<file path="src/core/spio_pkg.sv">
// Package with register map, field layout and carrier types of the shared parallel I/O port
package spio_pkg;

    // ******************************
    // Widths
    // ******************************
    localparam int PORT_W = 16;
    localparam int ADDR_W = 3;

    // ******************************
    // Register word offsets (Avalon word addresses)
    // ******************************
    localparam logic [2:0] OFS_DIR = 3'h0;
    localparam logic [2:0] OFS_LAT = 3'h1;
    localparam logic [2:0] OFS_PIN = 3'h2;
    localparam logic [2:0] OFS_ANA = 3'h3;
    localparam logic [2:0] OFS_PEN = 3'h4;

    // ******************************
    // Reset values
    // ******************************
    localparam logic [15:0] RST_DIR = 16'hFFFF;
    localparam logic [15:0] RST_LAT = 16'h0000;
    localparam logic [15:0] RST_ANA = 16'h0000;
    localparam logic [15:0] RST_PEN = 16'h0000;
    localparam logic [31:0] RD_ZERO = 32'h0000_0000;

    // ******************************
    // Cycle counts
    // ******************************
    localparam int SYNC_STAGES = 2;

    // ******************************
    // Carrier types
    // ******************************
    typedef struct packed {
        logic [15:0] out_data;
        logic [15:0] out_en;
    } spio_pad_type;

    typedef struct packed {
        logic [15:0] drive;
        logic [15:0] data;
        logic [15:0] enable;
    } spio_periph_type;

    typedef enum logic [2:0] {
        BUS_IDLE = 3'b001,
        BUS_RESP = 3'b010,
        BUS_DONE = 3'b100
    } spio_bus_state_type;

endpackage

</file>
<file path="src/core/spio_port.sv">
// Shared parallel I/O port with Avalon-MM register access
//
// Notes on behaviour
// - Actively driving enabled peripheral owns pad output; port driver off, pin still readable.
// - Enabled but idle peripheral leaves the pad to the port logic.
// - Direction bit one means input, zero means output.
// - Any reset sets all direction bits, so every pin is an input.
// - Latch register reads stored latch; writes update only the latch.
// - Pin-level register reads pins; writes go into the output latch.
// - Unimplemented bits read zero in latch, direction and pin-level registers.
// - Pin shared only with input peripherals is a dedicated port pin.
// - Two multiplexers choose peripheral or port for pad data and enable.
// - Analog config and direction registers jointly govern converter-capable pins.
// - Analog pin set to output feeds its output latch level to the converter, even while a peripheral drives the pad.
// - Pin-level read returns zero for bits configured as analog inputs.
// - A pin configured as digital input is not passed to the converter.
`timescale 1ns/1ps
`default_nettype none

module spio_port #(
    parameter logic [15:0] IMPL_MASK = 16'hFFFF,
    parameter logic [15:0] ANALOG_MASK = 16'h00FF,
    parameter logic [15:0] OUTPUT_PERIPH_MASK = 16'hFFFF
) (
    // Clock, reset and enable
    input wire logic CLK,
    input wire logic ARST_N,
    input wire logic CE,
    // Avalon-MM slave
    input wire logic [2:0] AVS_ADDRESS,
    input wire logic AVS_READ,
    input wire logic AVS_WRITE,
    input wire logic [31:0] AVS_WRITEDATA,
    input wire logic [3:0] AVS_BYTEENABLE,
    output logic [31:0] AVS_READDATA,
    output logic AVS_WAITREQUEST,
    // Peripheral side
    input wire spio_pkg::spio_periph_type PERIPH,
    // Pads
    input wire logic [15:0] PAD_IN,
    output var spio_pkg::spio_pad_type PAD_OUT,
    // Converter side
    output logic [15:0] ANALOG_SAMPLE,
    output logic [15:0] ANALOG_SEL
);

    // ******************************
    // Pin synchroniser
    // ******************************
    logic [15:0] sync1_r;
    logic [15:0] sync2_r;

    // Two flops before any logic reads the pads
    always_ff @(posedge CLK or negedge ARST_N) begin
        if (!ARST_N) begin
            sync1_r <= 16'h0000;
            sync2_r <= 16'h0000;
        end else if (CE) begin
            sync1_r <= PAD_IN;
            sync2_r <= sync1_r;
        end
    end

    // ******************************
    // Register file
    // ******************************
    logic [15:0] dir_r;
    logic [15:0] dir_nxt;
    logic [15:0] lat_r;
    logic [15:0] lat_nxt;
    logic [15:0] ana_r;
    logic [15:0] ana_nxt;
    logic [15:0] pen_r;
    logic [15:0] pen_nxt;
    logic [31:0] rdata_r;
    logic [31:0] rdata_nxt;
    logic wait_r;
    logic wait_nxt;
    spio_pkg::spio_bus_state_type bus_r;
    spio_pkg::spio_bus_state_type bus_nxt;
    logic [15:0] pin_view;
    logic [15:0] wmask;

    // Byte lanes to a 16-bit bit mask
    function automatic logic [15:0] lane_mask(input logic [3:0] be);
        lane_mask = {{8{be[1]}}, {8{be[0]}}};
    endfunction

    // Merge write data into a register under lanes and implemented bits
    function automatic logic [15:0] merge(input logic [15:0] old, input logic [15:0] wd, input logic [15:0] m);
        merge = ((old & ~m) | (wd & m)) & IMPL_MASK;
    endfunction

    // Pin view: analog inputs read low, unimplemented bits zero
    assign pin_view = sync2_r & ~(ana_r & dir_r) & IMPL_MASK;
    assign wmask = lane_mask(AVS_BYTEENABLE);

    // Bus handshake and register next values
    always_comb begin
        dir_nxt = dir_r;
        lat_nxt = lat_r;
        ana_nxt = ana_r;
        pen_nxt = pen_r;
        rdata_nxt = rdata_r;
        wait_nxt = wait_r;
        bus_nxt = bus_r;
        unique case (bus_r)
            spio_pkg::BUS_IDLE: begin
                if (AVS_READ || AVS_WRITE) begin
                    bus_nxt = spio_pkg::BUS_RESP;
                    wait_nxt = 1'b0;
                    rdata_nxt = spio_pkg::RD_ZERO;
                    if (AVS_WRITE) begin
                        unique case (AVS_ADDRESS)
                            spio_pkg::OFS_DIR: dir_nxt = merge(dir_r, AVS_WRITEDATA[15:0], wmask);
                            spio_pkg::OFS_LAT: lat_nxt = merge(lat_r, AVS_WRITEDATA[15:0], wmask);
                            spio_pkg::OFS_PIN: lat_nxt = merge(lat_r, AVS_WRITEDATA[15:0], wmask);
                            spio_pkg::OFS_ANA: ana_nxt = merge(ana_r, AVS_WRITEDATA[15:0], wmask) & ANALOG_MASK;
                            spio_pkg::OFS_PEN: pen_nxt = merge(pen_r, AVS_WRITEDATA[15:0], wmask);
                            default: ;
                        endcase
                    end else begin
                        unique case (AVS_ADDRESS)
                            spio_pkg::OFS_DIR: rdata_nxt = {16'h0000, dir_r & IMPL_MASK};
                            spio_pkg::OFS_LAT: rdata_nxt = {16'h0000, lat_r & IMPL_MASK};
                            spio_pkg::OFS_PIN: rdata_nxt = {16'h0000, pin_view};
                            spio_pkg::OFS_ANA: rdata_nxt = {16'h0000, ana_r};
                            spio_pkg::OFS_PEN: rdata_nxt = {16'h0000, pen_r};
                            default: rdata_nxt = spio_pkg::RD_ZERO;
                        endcase
                    end
                end
            end
            spio_pkg::BUS_RESP: begin
                bus_nxt = spio_pkg::BUS_DONE;
                wait_nxt = 1'b1;
            end
            spio_pkg::BUS_DONE: begin
                bus_nxt = spio_pkg::BUS_IDLE;
            end
            default: begin
                bus_nxt = spio_pkg::BUS_IDLE;
                wait_nxt = 1'b1;
            end
        endcase
    end

    // Register state; reset makes every pin an input
    always_ff @(posedge CLK or negedge ARST_N) begin
        if (!ARST_N) begin
            dir_r <= spio_pkg::RST_DIR;
            lat_r <= spio_pkg::RST_LAT;
            ana_r <= spio_pkg::RST_ANA;
            pen_r <= spio_pkg::RST_PEN;
            rdata_r <= spio_pkg::RD_ZERO;
            wait_r <= 1'b1;
            bus_r <= spio_pkg::BUS_IDLE;
        end else if (CE) begin
            dir_r <= dir_nxt;
            lat_r <= lat_nxt;
            ana_r <= ana_nxt;
            pen_r <= pen_nxt;
            rdata_r <= rdata_nxt;
            wait_r <= wait_nxt;
            bus_r <= bus_nxt;
        end
    end

    assign AVS_READDATA = rdata_r;
    assign AVS_WAITREQUEST = wait_r;

    // ******************************
    // Pad output multiplexers and converter path
    // ******************************
    logic [15:0] owner;
    logic [15:0] pad_d_nxt;
    logic [15:0] pad_e_nxt;
    logic [15:0] asmp_nxt;
    logic [15:0] asel_nxt;
    logic [15:0] pad_d_r;
    logic [15:0] pad_e_r;
    logic [15:0] asmp_r;
    logic [15:0] asel_r;

    // Per-bit ownership, pad muxes and converter selection
    always_comb begin
        owner = PERIPH.enable & PERIPH.drive & OUTPUT_PERIPH_MASK & pen_r;
        pad_d_nxt = ((owner & PERIPH.data) | (~owner & lat_r)) & IMPL_MASK;
        pad_e_nxt = (owner | (~owner & ~dir_r)) & IMPL_MASK;
        // Analog pin as output: converter sees its output latch level, not peripheral data
        asel_nxt = ana_r & IMPL_MASK;
        asmp_nxt = asel_nxt & ~dir_r & lat_r;
    end

    // Registered pad and converter outputs
    always_ff @(posedge CLK or negedge ARST_N) begin
        if (!ARST_N) begin
            pad_d_r <= 16'h0000;
            pad_e_r <= 16'h0000;
            asmp_r <= 16'h0000;
            asel_r <= 16'h0000;
        end else if (CE) begin
            pad_d_r <= pad_d_nxt;
            pad_e_r <= pad_e_nxt;
            asmp_r <= asmp_nxt;
            asel_r <= asel_nxt;
        end
    end

    // One driver for the whole pad carrier, both halves straight from flops
    assign PAD_OUT = {pad_d_r, pad_e_r};
    assign ANALOG_SAMPLE = asmp_r;
    assign ANALOG_SEL = asel_r;

endmodule

`default_nettype wire

</file>
<file path="config.mk">
export PLATFORM = sky130hd
export DESIGN_NAME = spio_port
export DESIGN_NICKNAME = d
export VERILOG_FILES = /design/src/core/spio_pkg.sv /design/src/core/spio_port.sv
export SDC_FILE = /design/constraint.sdc
export NUM_CORES = 1
export LEC_CHECK = 0
export ABC_AREA = 1
export BUFFER_PORTS_ARGS = -buffer_cell sky130_fd_sc_hd__buf_2
export CORE_MARGIN = 4
export CORE_UTILIZATION = 53
export DETAILED_ROUTE_END_ITERATION = 8
export PLACE_DENSITY = 0.81
export SYNTH_ARGS = -nofsm -noshare
export SYNTH_HDL_FRONTEND = slang
export SYNTH_SLANG_ARGS = --single-unit
</file>
<file path="constraint.sdc">
create_clock -name CLK -period 1.8 [get_ports CLK]
set_clock_uncertainty 0.15 [all_clocks]
set_input_delay 0.09 -clock CLK [delete_from_list [all_inputs] [get_ports CLK]]
set_output_delay 0.09 -clock CLK [all_outputs]
set_load 0.05 [all_outputs]
</file>
## Yosys cells after proc, flatten, opt, wreduce, memory -nomap -nowiden

Index checks and enable logic that the tools add are counted.

| word-level totals | value |
|---|---|
| memories | 0 |
| ROM bits | 0 |
| output and inout bits | 97 |
| RAM bits | 0 |
| register bits | 180 |
| input port bits | 108 |
| bits in latches | 0 |

| operators by class | value |
|---|---|
| $add $sub $neg | 0 |
| multiplexer cells | 6 |
| shift-type cells | 0 |
| magnitude comparators | 0 |
| divide/modulo/power cells | 0 |
| bitwise operators | 25 |
| $mul | 0 |
| reductions and logical operators | 10 |
| equality and inequality tests | 8 |

Operators with widths:

| kind | number |
|---|---|
| 16-bit AND | 11 |
| 16-bit bitwise OR | 5 |
| 16-bit case mux with 5 select lines | 1 |
| 16-bit NOT | 4 |
| 8-bit by 16-bit AND with 16-bit output | 2 |
| 5-bit AND reduction | 4 |
| 16-bit two-way mux | 1 |
| 3-bit by 2-bit equality test with 1-bit output (second input constant) | 3 |
| 8-bit AND | 1 |
| 8-bit bitwise OR | 1 |
| 3-bit by 1-bit equality test with 1-bit output (second input constant) | 2 |
| 3-bit equality test (second input constant) | 2 |
| 3-bit case mux with 2 select lines | 1 |
| 3-bit AND reduction | 2 |
| 3-bit logical NOT | 1 |
| 3-bit two-way mux | 1 |
| 2-bit != test (second input constant) | 1 |
| 1-bit case mux with 2 select lines | 1 |
| 2-bit AND reduction | 1 |
| 2-bit OR reduction | 1 |
| 1-bit logical OR | 1 |
| 1-bit two-way mux | 1 |
| 1-bit NOT | 1 |

## Longest topological paths before layout

| depth | value |
|---|---|
| word-level depth | 5 |
| mapped depth | 9 |
| depth with buffers taken out | 7 |

## Worst setup path before layout

No wires, ideal clock.

| timing | value |
|---|---|
| path kind | register to register |
| start | reg bus_r[0] |
| end | reg rdata_r[10], in the netlist AVS_READDATA[10] |
| period minus slack after synthesis | 1,529 ps |
| path buffers | 1 |
| data arrival time | 1,313 ps |
| setup slack | 271 ps |
| required time | 1,584 ps |
| cell stages (with the launch flop) | 8 |
| library setup time | 66 ps |
| cells stage by stage | dfstp_2 -> nand3_1 -> inv_1 -> nand2_2 -> nor2_2 -> buf_4 -> nand2_1 -> nand2_1 |

| between the ends | value |
|---|---|
| word-level cells in the longest chain between the ends | 2 |

RTL lines:

| what | RTL line | RTL |
|---|---|---|
| start, declared | spio_port.sv:79 | `spio_pkg::spio_bus_state_type bus_r;` |
| start signal, assigned | spio_port.sv:157 | `bus_r <= spio_pkg::BUS_IDLE;` |
| start signal, assigned | spio_port.sv:165 | `bus_r <= bus_nxt;` |
| 3-bit by 1-bit equality test with 1-bit output | spio_port.sv:107 | `unique case (bus_r)` |
| 3-bit AND reduction (no source line) | - |  |
| end signal, assigned | spio_port.sv:155 | `rdata_r <= spio_pkg::RD_ZERO;` |
| end signal, assigned | spio_port.sv:163 | `rdata_r <= rdata_nxt;` |
| end, declared | spio_port.sv:75 | `logic [31:0] rdata_r;` |

No other way between the ends.
A chain may end at the register's enable or synchronous reset.

==> parameters.txt <==
Parameter                              Value

Outcome
  Outcome ... complete, no violations

Yosys
  Sequential cell area fraction in the yosys report ... around 54%
  Number of distinct library cells after synthesis ... 24
  Number of enable-type register cells in the synthesized netlist ... 0
  Flops & latches, synth ... 156
  Number of instances in the synthesized netlist ... around 880
  Predominant post-synthesis flop cell ... sky130_fd_sc_hd__dfrtp_1
  Synthesized area divided by synthesized cell count ... about 8.4 um2
  Post-synthesis async set-or-reset flop share ... 100%
  Cell area after synthesis ... between 7000 and 8000 um2
  Number of warnings reported in the yosys synthesis log ... 0

Route
  Routed wire length ... between 20000 and 25000 um
  Routed wirelength normalized by instance count ... approximately 18 um
  Final ANT Viol Nets ... 0
  Post-detailed-route DRC marker count ... 0
  First drt pass iteration count ... 7
  Via count normalized by instance count ... between 5 and 6
  DR iter-0 viols ... between 800 and 900
  Vias post-DR ... ~7600

GRT
  Overall track demand over capacity in global routing ... between 30% and 40%
  Maximum number of pins on one net before global-route repair ... 59
  Number of global-route vias before repair ... about 7300
  Leftover overflow at the end of global routing ... 0
  Antenna violations before repair ... 2
  Global-route wire length before repair ... around 38000 um

Layout
  Number of inserted filler cells in the final layout ... approximately 900
  Post-synthesis to final-layout area growth ... 35.8%
  Layout cell share with drive strength beyond 1 ... around 22%
  Non-Filler Instances ... ~1300
  Multi-input logic area ... 2910 um2
  Util after Layout ... approximately three quarters
  Area used by sequential logic in the layout ... 3930 um2
  Final cell area excluding filler cells ... 9940 um2
  Final net count ... 1238

Power
  Fraction of power consumed by the clock network ... about 37%
  Part of the power in registers ... 39.8%
  Net switching component of the power ... just under 4 mW
  Cell-internal power ... 7.81 mW
  Final Total Pwr ... 11.8 mW
  Power density of the placed cells ... roughly 1200 nW/um2
  Sw Ratio ... about a third
  Combinational cell fraction of total power ... between 20% and 30%
  Cell leakage power ... around 5 nW
  Highest ir drop seen on vdd ... between 700 and 800 uV

Place
  Count of placed standard cells including taps ... approximately 1200
  Worst slack, placed ... 0.126 ns
  # port buffers ... approximately 150
  Post-detailed-placement cell area ... 8210 um2
  Placer Congestion ... approximately 0.89
  Detailed Place HPWL ... ~15000 um

Timing
  Final-report setup violation count ... 0
  Total count of hold-check failures in the final report ... 0
  Highest Clock Rate ... between 0.5 and 0.6 GHz
  Summed negative setup slack over all endpoints ... 0 ns
  Final cycle utilization of the critical path ... 98.4%
  Final Hold Slack ... between 0.04 and 0.05 ns
  Transition time at the pin with the least slew margin ... about 0.51 ns
  Post-layout min period ... 1.77 ns
  Final Worst Setup Slack ... approximately 0.029 ns
  Max-slew violations ... 0
  Max-slew headroom ... 66.0%
  RSZ-0062 raised after global routing ... true

Min path
  Path category of the worst min-delay check ... in -> reg

Clock tree
  CTS Buffer Depth ... 2
  CTS root buf ... sky130_fd_sc_hd__clkbuf_16
  Clock transition at the register clock pins on the worst setup and hold paths after CTS ... roughly 0.06 ns
  Clock latency at the later pin of the worst-skew pair ... between 0.4 and 0.5 ns
  TritonCTS clock tree ... yes
  Clock buffers created by TritonCTS ... 17
  H-Tree Depth ... 4
  Total clock sinks ... between 150 and 200

Worst setup path
  Category of the most critical setup path ... in -> reg
  Critical path startpoint category ... input port
  Critical Path RT ... about 2 ns
  Largest fanout on the critical path ... 11
  FF-to-FF setup slack ... roughly 0.08 ns
  Sort of element at the end of the critical path ... flip-flop
  Endpoint arrival time on the critical path ... 1.94 ns

Floorplan
  Die outline area ... ~16000 um2
  Number of I/O pins ... a little over 200
  Number of placement rows ... 42
  Chip Height ... approximately 130 um
  Starting utilization of the core area ... a little over half
  Std-Cell Core Area ... about 13000 um2
  Die X-Extent ... 126 um

Flow run
  Maximum capacitance violations ... 0
==> layout make-up <==
type | count | area share [%]
Inverter | 41 | 1.55
Tap cell | 176 | 2.21
Timing Repair Buffer | 280 | 20.2
Sequential cell | 156 | 39.5
Antenna cell | 2 | 0.0503
Clock inverter | 10 | 2.34
Multi-Input combinational cell | 634 | 29.3
Clock buffer | 22 | 4.87
==> cell usage after synthesis, types with 2 or more instances <==
cell type / instances / area share [%]
sky130_fd_sc_hd__nand2_1: 293 / 15
sky130_fd_sc_hd__dfrtp_1: 138 / 47
sky130_fd_sc_hd__nand4_1: 78 / 6.7
sky130_fd_sc_hd__nor2_1: 71 / 3.6
sky130_fd_sc_hd__nand3_1: 57 / 3.9
sky130_fd_sc_hd__buf_4: 43 / 4.4
sky130_fd_sc_hd__o21ai_0: 40 / 2.7
sky130_fd_sc_hd__inv_1: 36 / 1.8
sky130_fd_sc_hd__a21oi_1: 25 / 1.7
sky130_fd_sc_hd__clkbuf_1: 24 / 1.2
sky130_fd_sc_hd__dfstp_2: 18 / 6.5
sky130_fd_sc_hd__a31oi_1: 16 / 1.4
sky130_fd_sc_hd__buf_2: 8 / 0.55
sky130_fd_sc_hd__o31ai_1: 8 / 0.82
sky130_fd_sc_hd__inv_2: 5 / 0.26
sky130_fd_sc_hd__nand3_2: 5 / 0.68
sky130_fd_sc_hd__nand2_2: 3 / 0.26
sky130_fd_sc_hd__nor2_2: 2 / 0.17
==> kinds of logic (layout without fill, tap and decap cells) <==
group | Yosys count | count (layout) | share of synthesized area (%)
buffers and inverters | 117 | 353 | 8.44
other | 1 | 34 | 0.0512
DFF | 156 | 156 | 53.6
AOI/OAI and AO/OA | 89 | 89 | 6.63
and+or+nand+nor | 513 | 513 | 31.3
==> power groups by stage <==
stage	clock, mW	combinational (mW)	sequential (mW)
finish	4.32	2.76	4.69
global route	4.48	2.96	4.73
CTS	4.32	2.70	4.63
detailed placement	0	2.50	4.68
global placement	0	2.45	4.66
floorplan	0	1.05	5.33
==> worst paths after layout <==
| path | from | end | cells past startpoint |
|---|---|---|---|
| hold / removal | CE | sync2_r[15] | 4 |
| hold reg to reg | AVS_WAITREQUEST | AVS_WAITREQUEST | 2 |
| setup reg to reg | bus_r[0] | flip-flop | 5 |
| min in group asynchronous | ARST_N | sync1_r[4] | 3 |
| max in group asynchronous | ARST_N | bus_r[0] | 4 |
| setup / recovery | AVS_ADDRESS[0] | flip-flop | 8 |
==> what timing repair did <==
item	CTS	global route
endpoints found under the hold margin	259	21
setup endpoints to repair	0	51
hold buffers	98	1
buffers inserted	0	2
gates resized for setup	0	8
==> layout by cell type, fill, tap and decap left out, types with 2 or more instances in the layout <==
master / n
sky130_fd_sc_hd__nand2_1: 293
sky130_fd_sc_hd__buf_2: 153
sky130_fd_sc_hd__dfrtp_1: 136
sky130_fd_sc_hd__dlygate4sd3_1: 98
sky130_fd_sc_hd__nand4_1: 78
sky130_fd_sc_hd__nor2_1: 70
sky130_fd_sc_hd__nand3_1: 54
sky130_fd_sc_hd__o21ai_0: 38
sky130_fd_sc_hd__inv_1: 36
sky130_fd_sc_hd__conb_1: 32
sky130_fd_sc_hd__a21oi_1: 25
sky130_fd_sc_hd__buf_4: 25
sky130_fd_sc_hd__dfstp_2: 18
sky130_fd_sc_hd__clkbuf_16: 17
sky130_fd_sc_hd__a31oi_1: 16
sky130_fd_sc_hd__nand3_2: 8
sky130_fd_sc_hd__o31ai_1: 8
sky130_fd_sc_hd__bufinv_16: 7
sky130_fd_sc_hd__inv_2: 5
sky130_fd_sc_hd__clkbuf_8: 4
sky130_fd_sc_hd__nor2_2: 3
sky130_fd_sc_hd__nand2_2: 3
sky130_fd_sc_hd__buf_12: 3
sky130_fd_sc_hd__diode_2: 2
sky130_fd_sc_hd__o21ai_1: 2
sky130_fd_sc_hd__dfrtp_2: 2
sky130_fd_sc_hd__clkinv_4: 2
==> worst max-delay path, cell delays in order <==
cell and delay (ns):
sky130_fd_sc_hd__dlygate4sd3_1 0.58, sky130_fd_sc_hd__buf_2 0.17, sky130_fd_sc_hd__inv_2 0.15, sky130_fd_sc_hd__nand3_4 0.19
sky130_fd_sc_hd__nand2_2 0.28, sky130_fd_sc_hd__nand3_2 0.23, sky130_fd_sc_hd__nand2_1 0.17, sky130_fd_sc_hd__nand2_1 0.07
==> layer usage <==
| layer | vias up | part of all wire [%] | track usage [%] |
|---|---|---|---|
| met3 | 98 | 10 | 7.55 |
| met5 | - | 0 | 0 |
| met2 | 522 | 47 | 47.4 |
| met1 | 3573 | 39 | 40.9 |
| met4 | 0 | 4.4 | 15.0 |
| li1 | 3364 | - | - |
(Power assumes the default switching activity.)
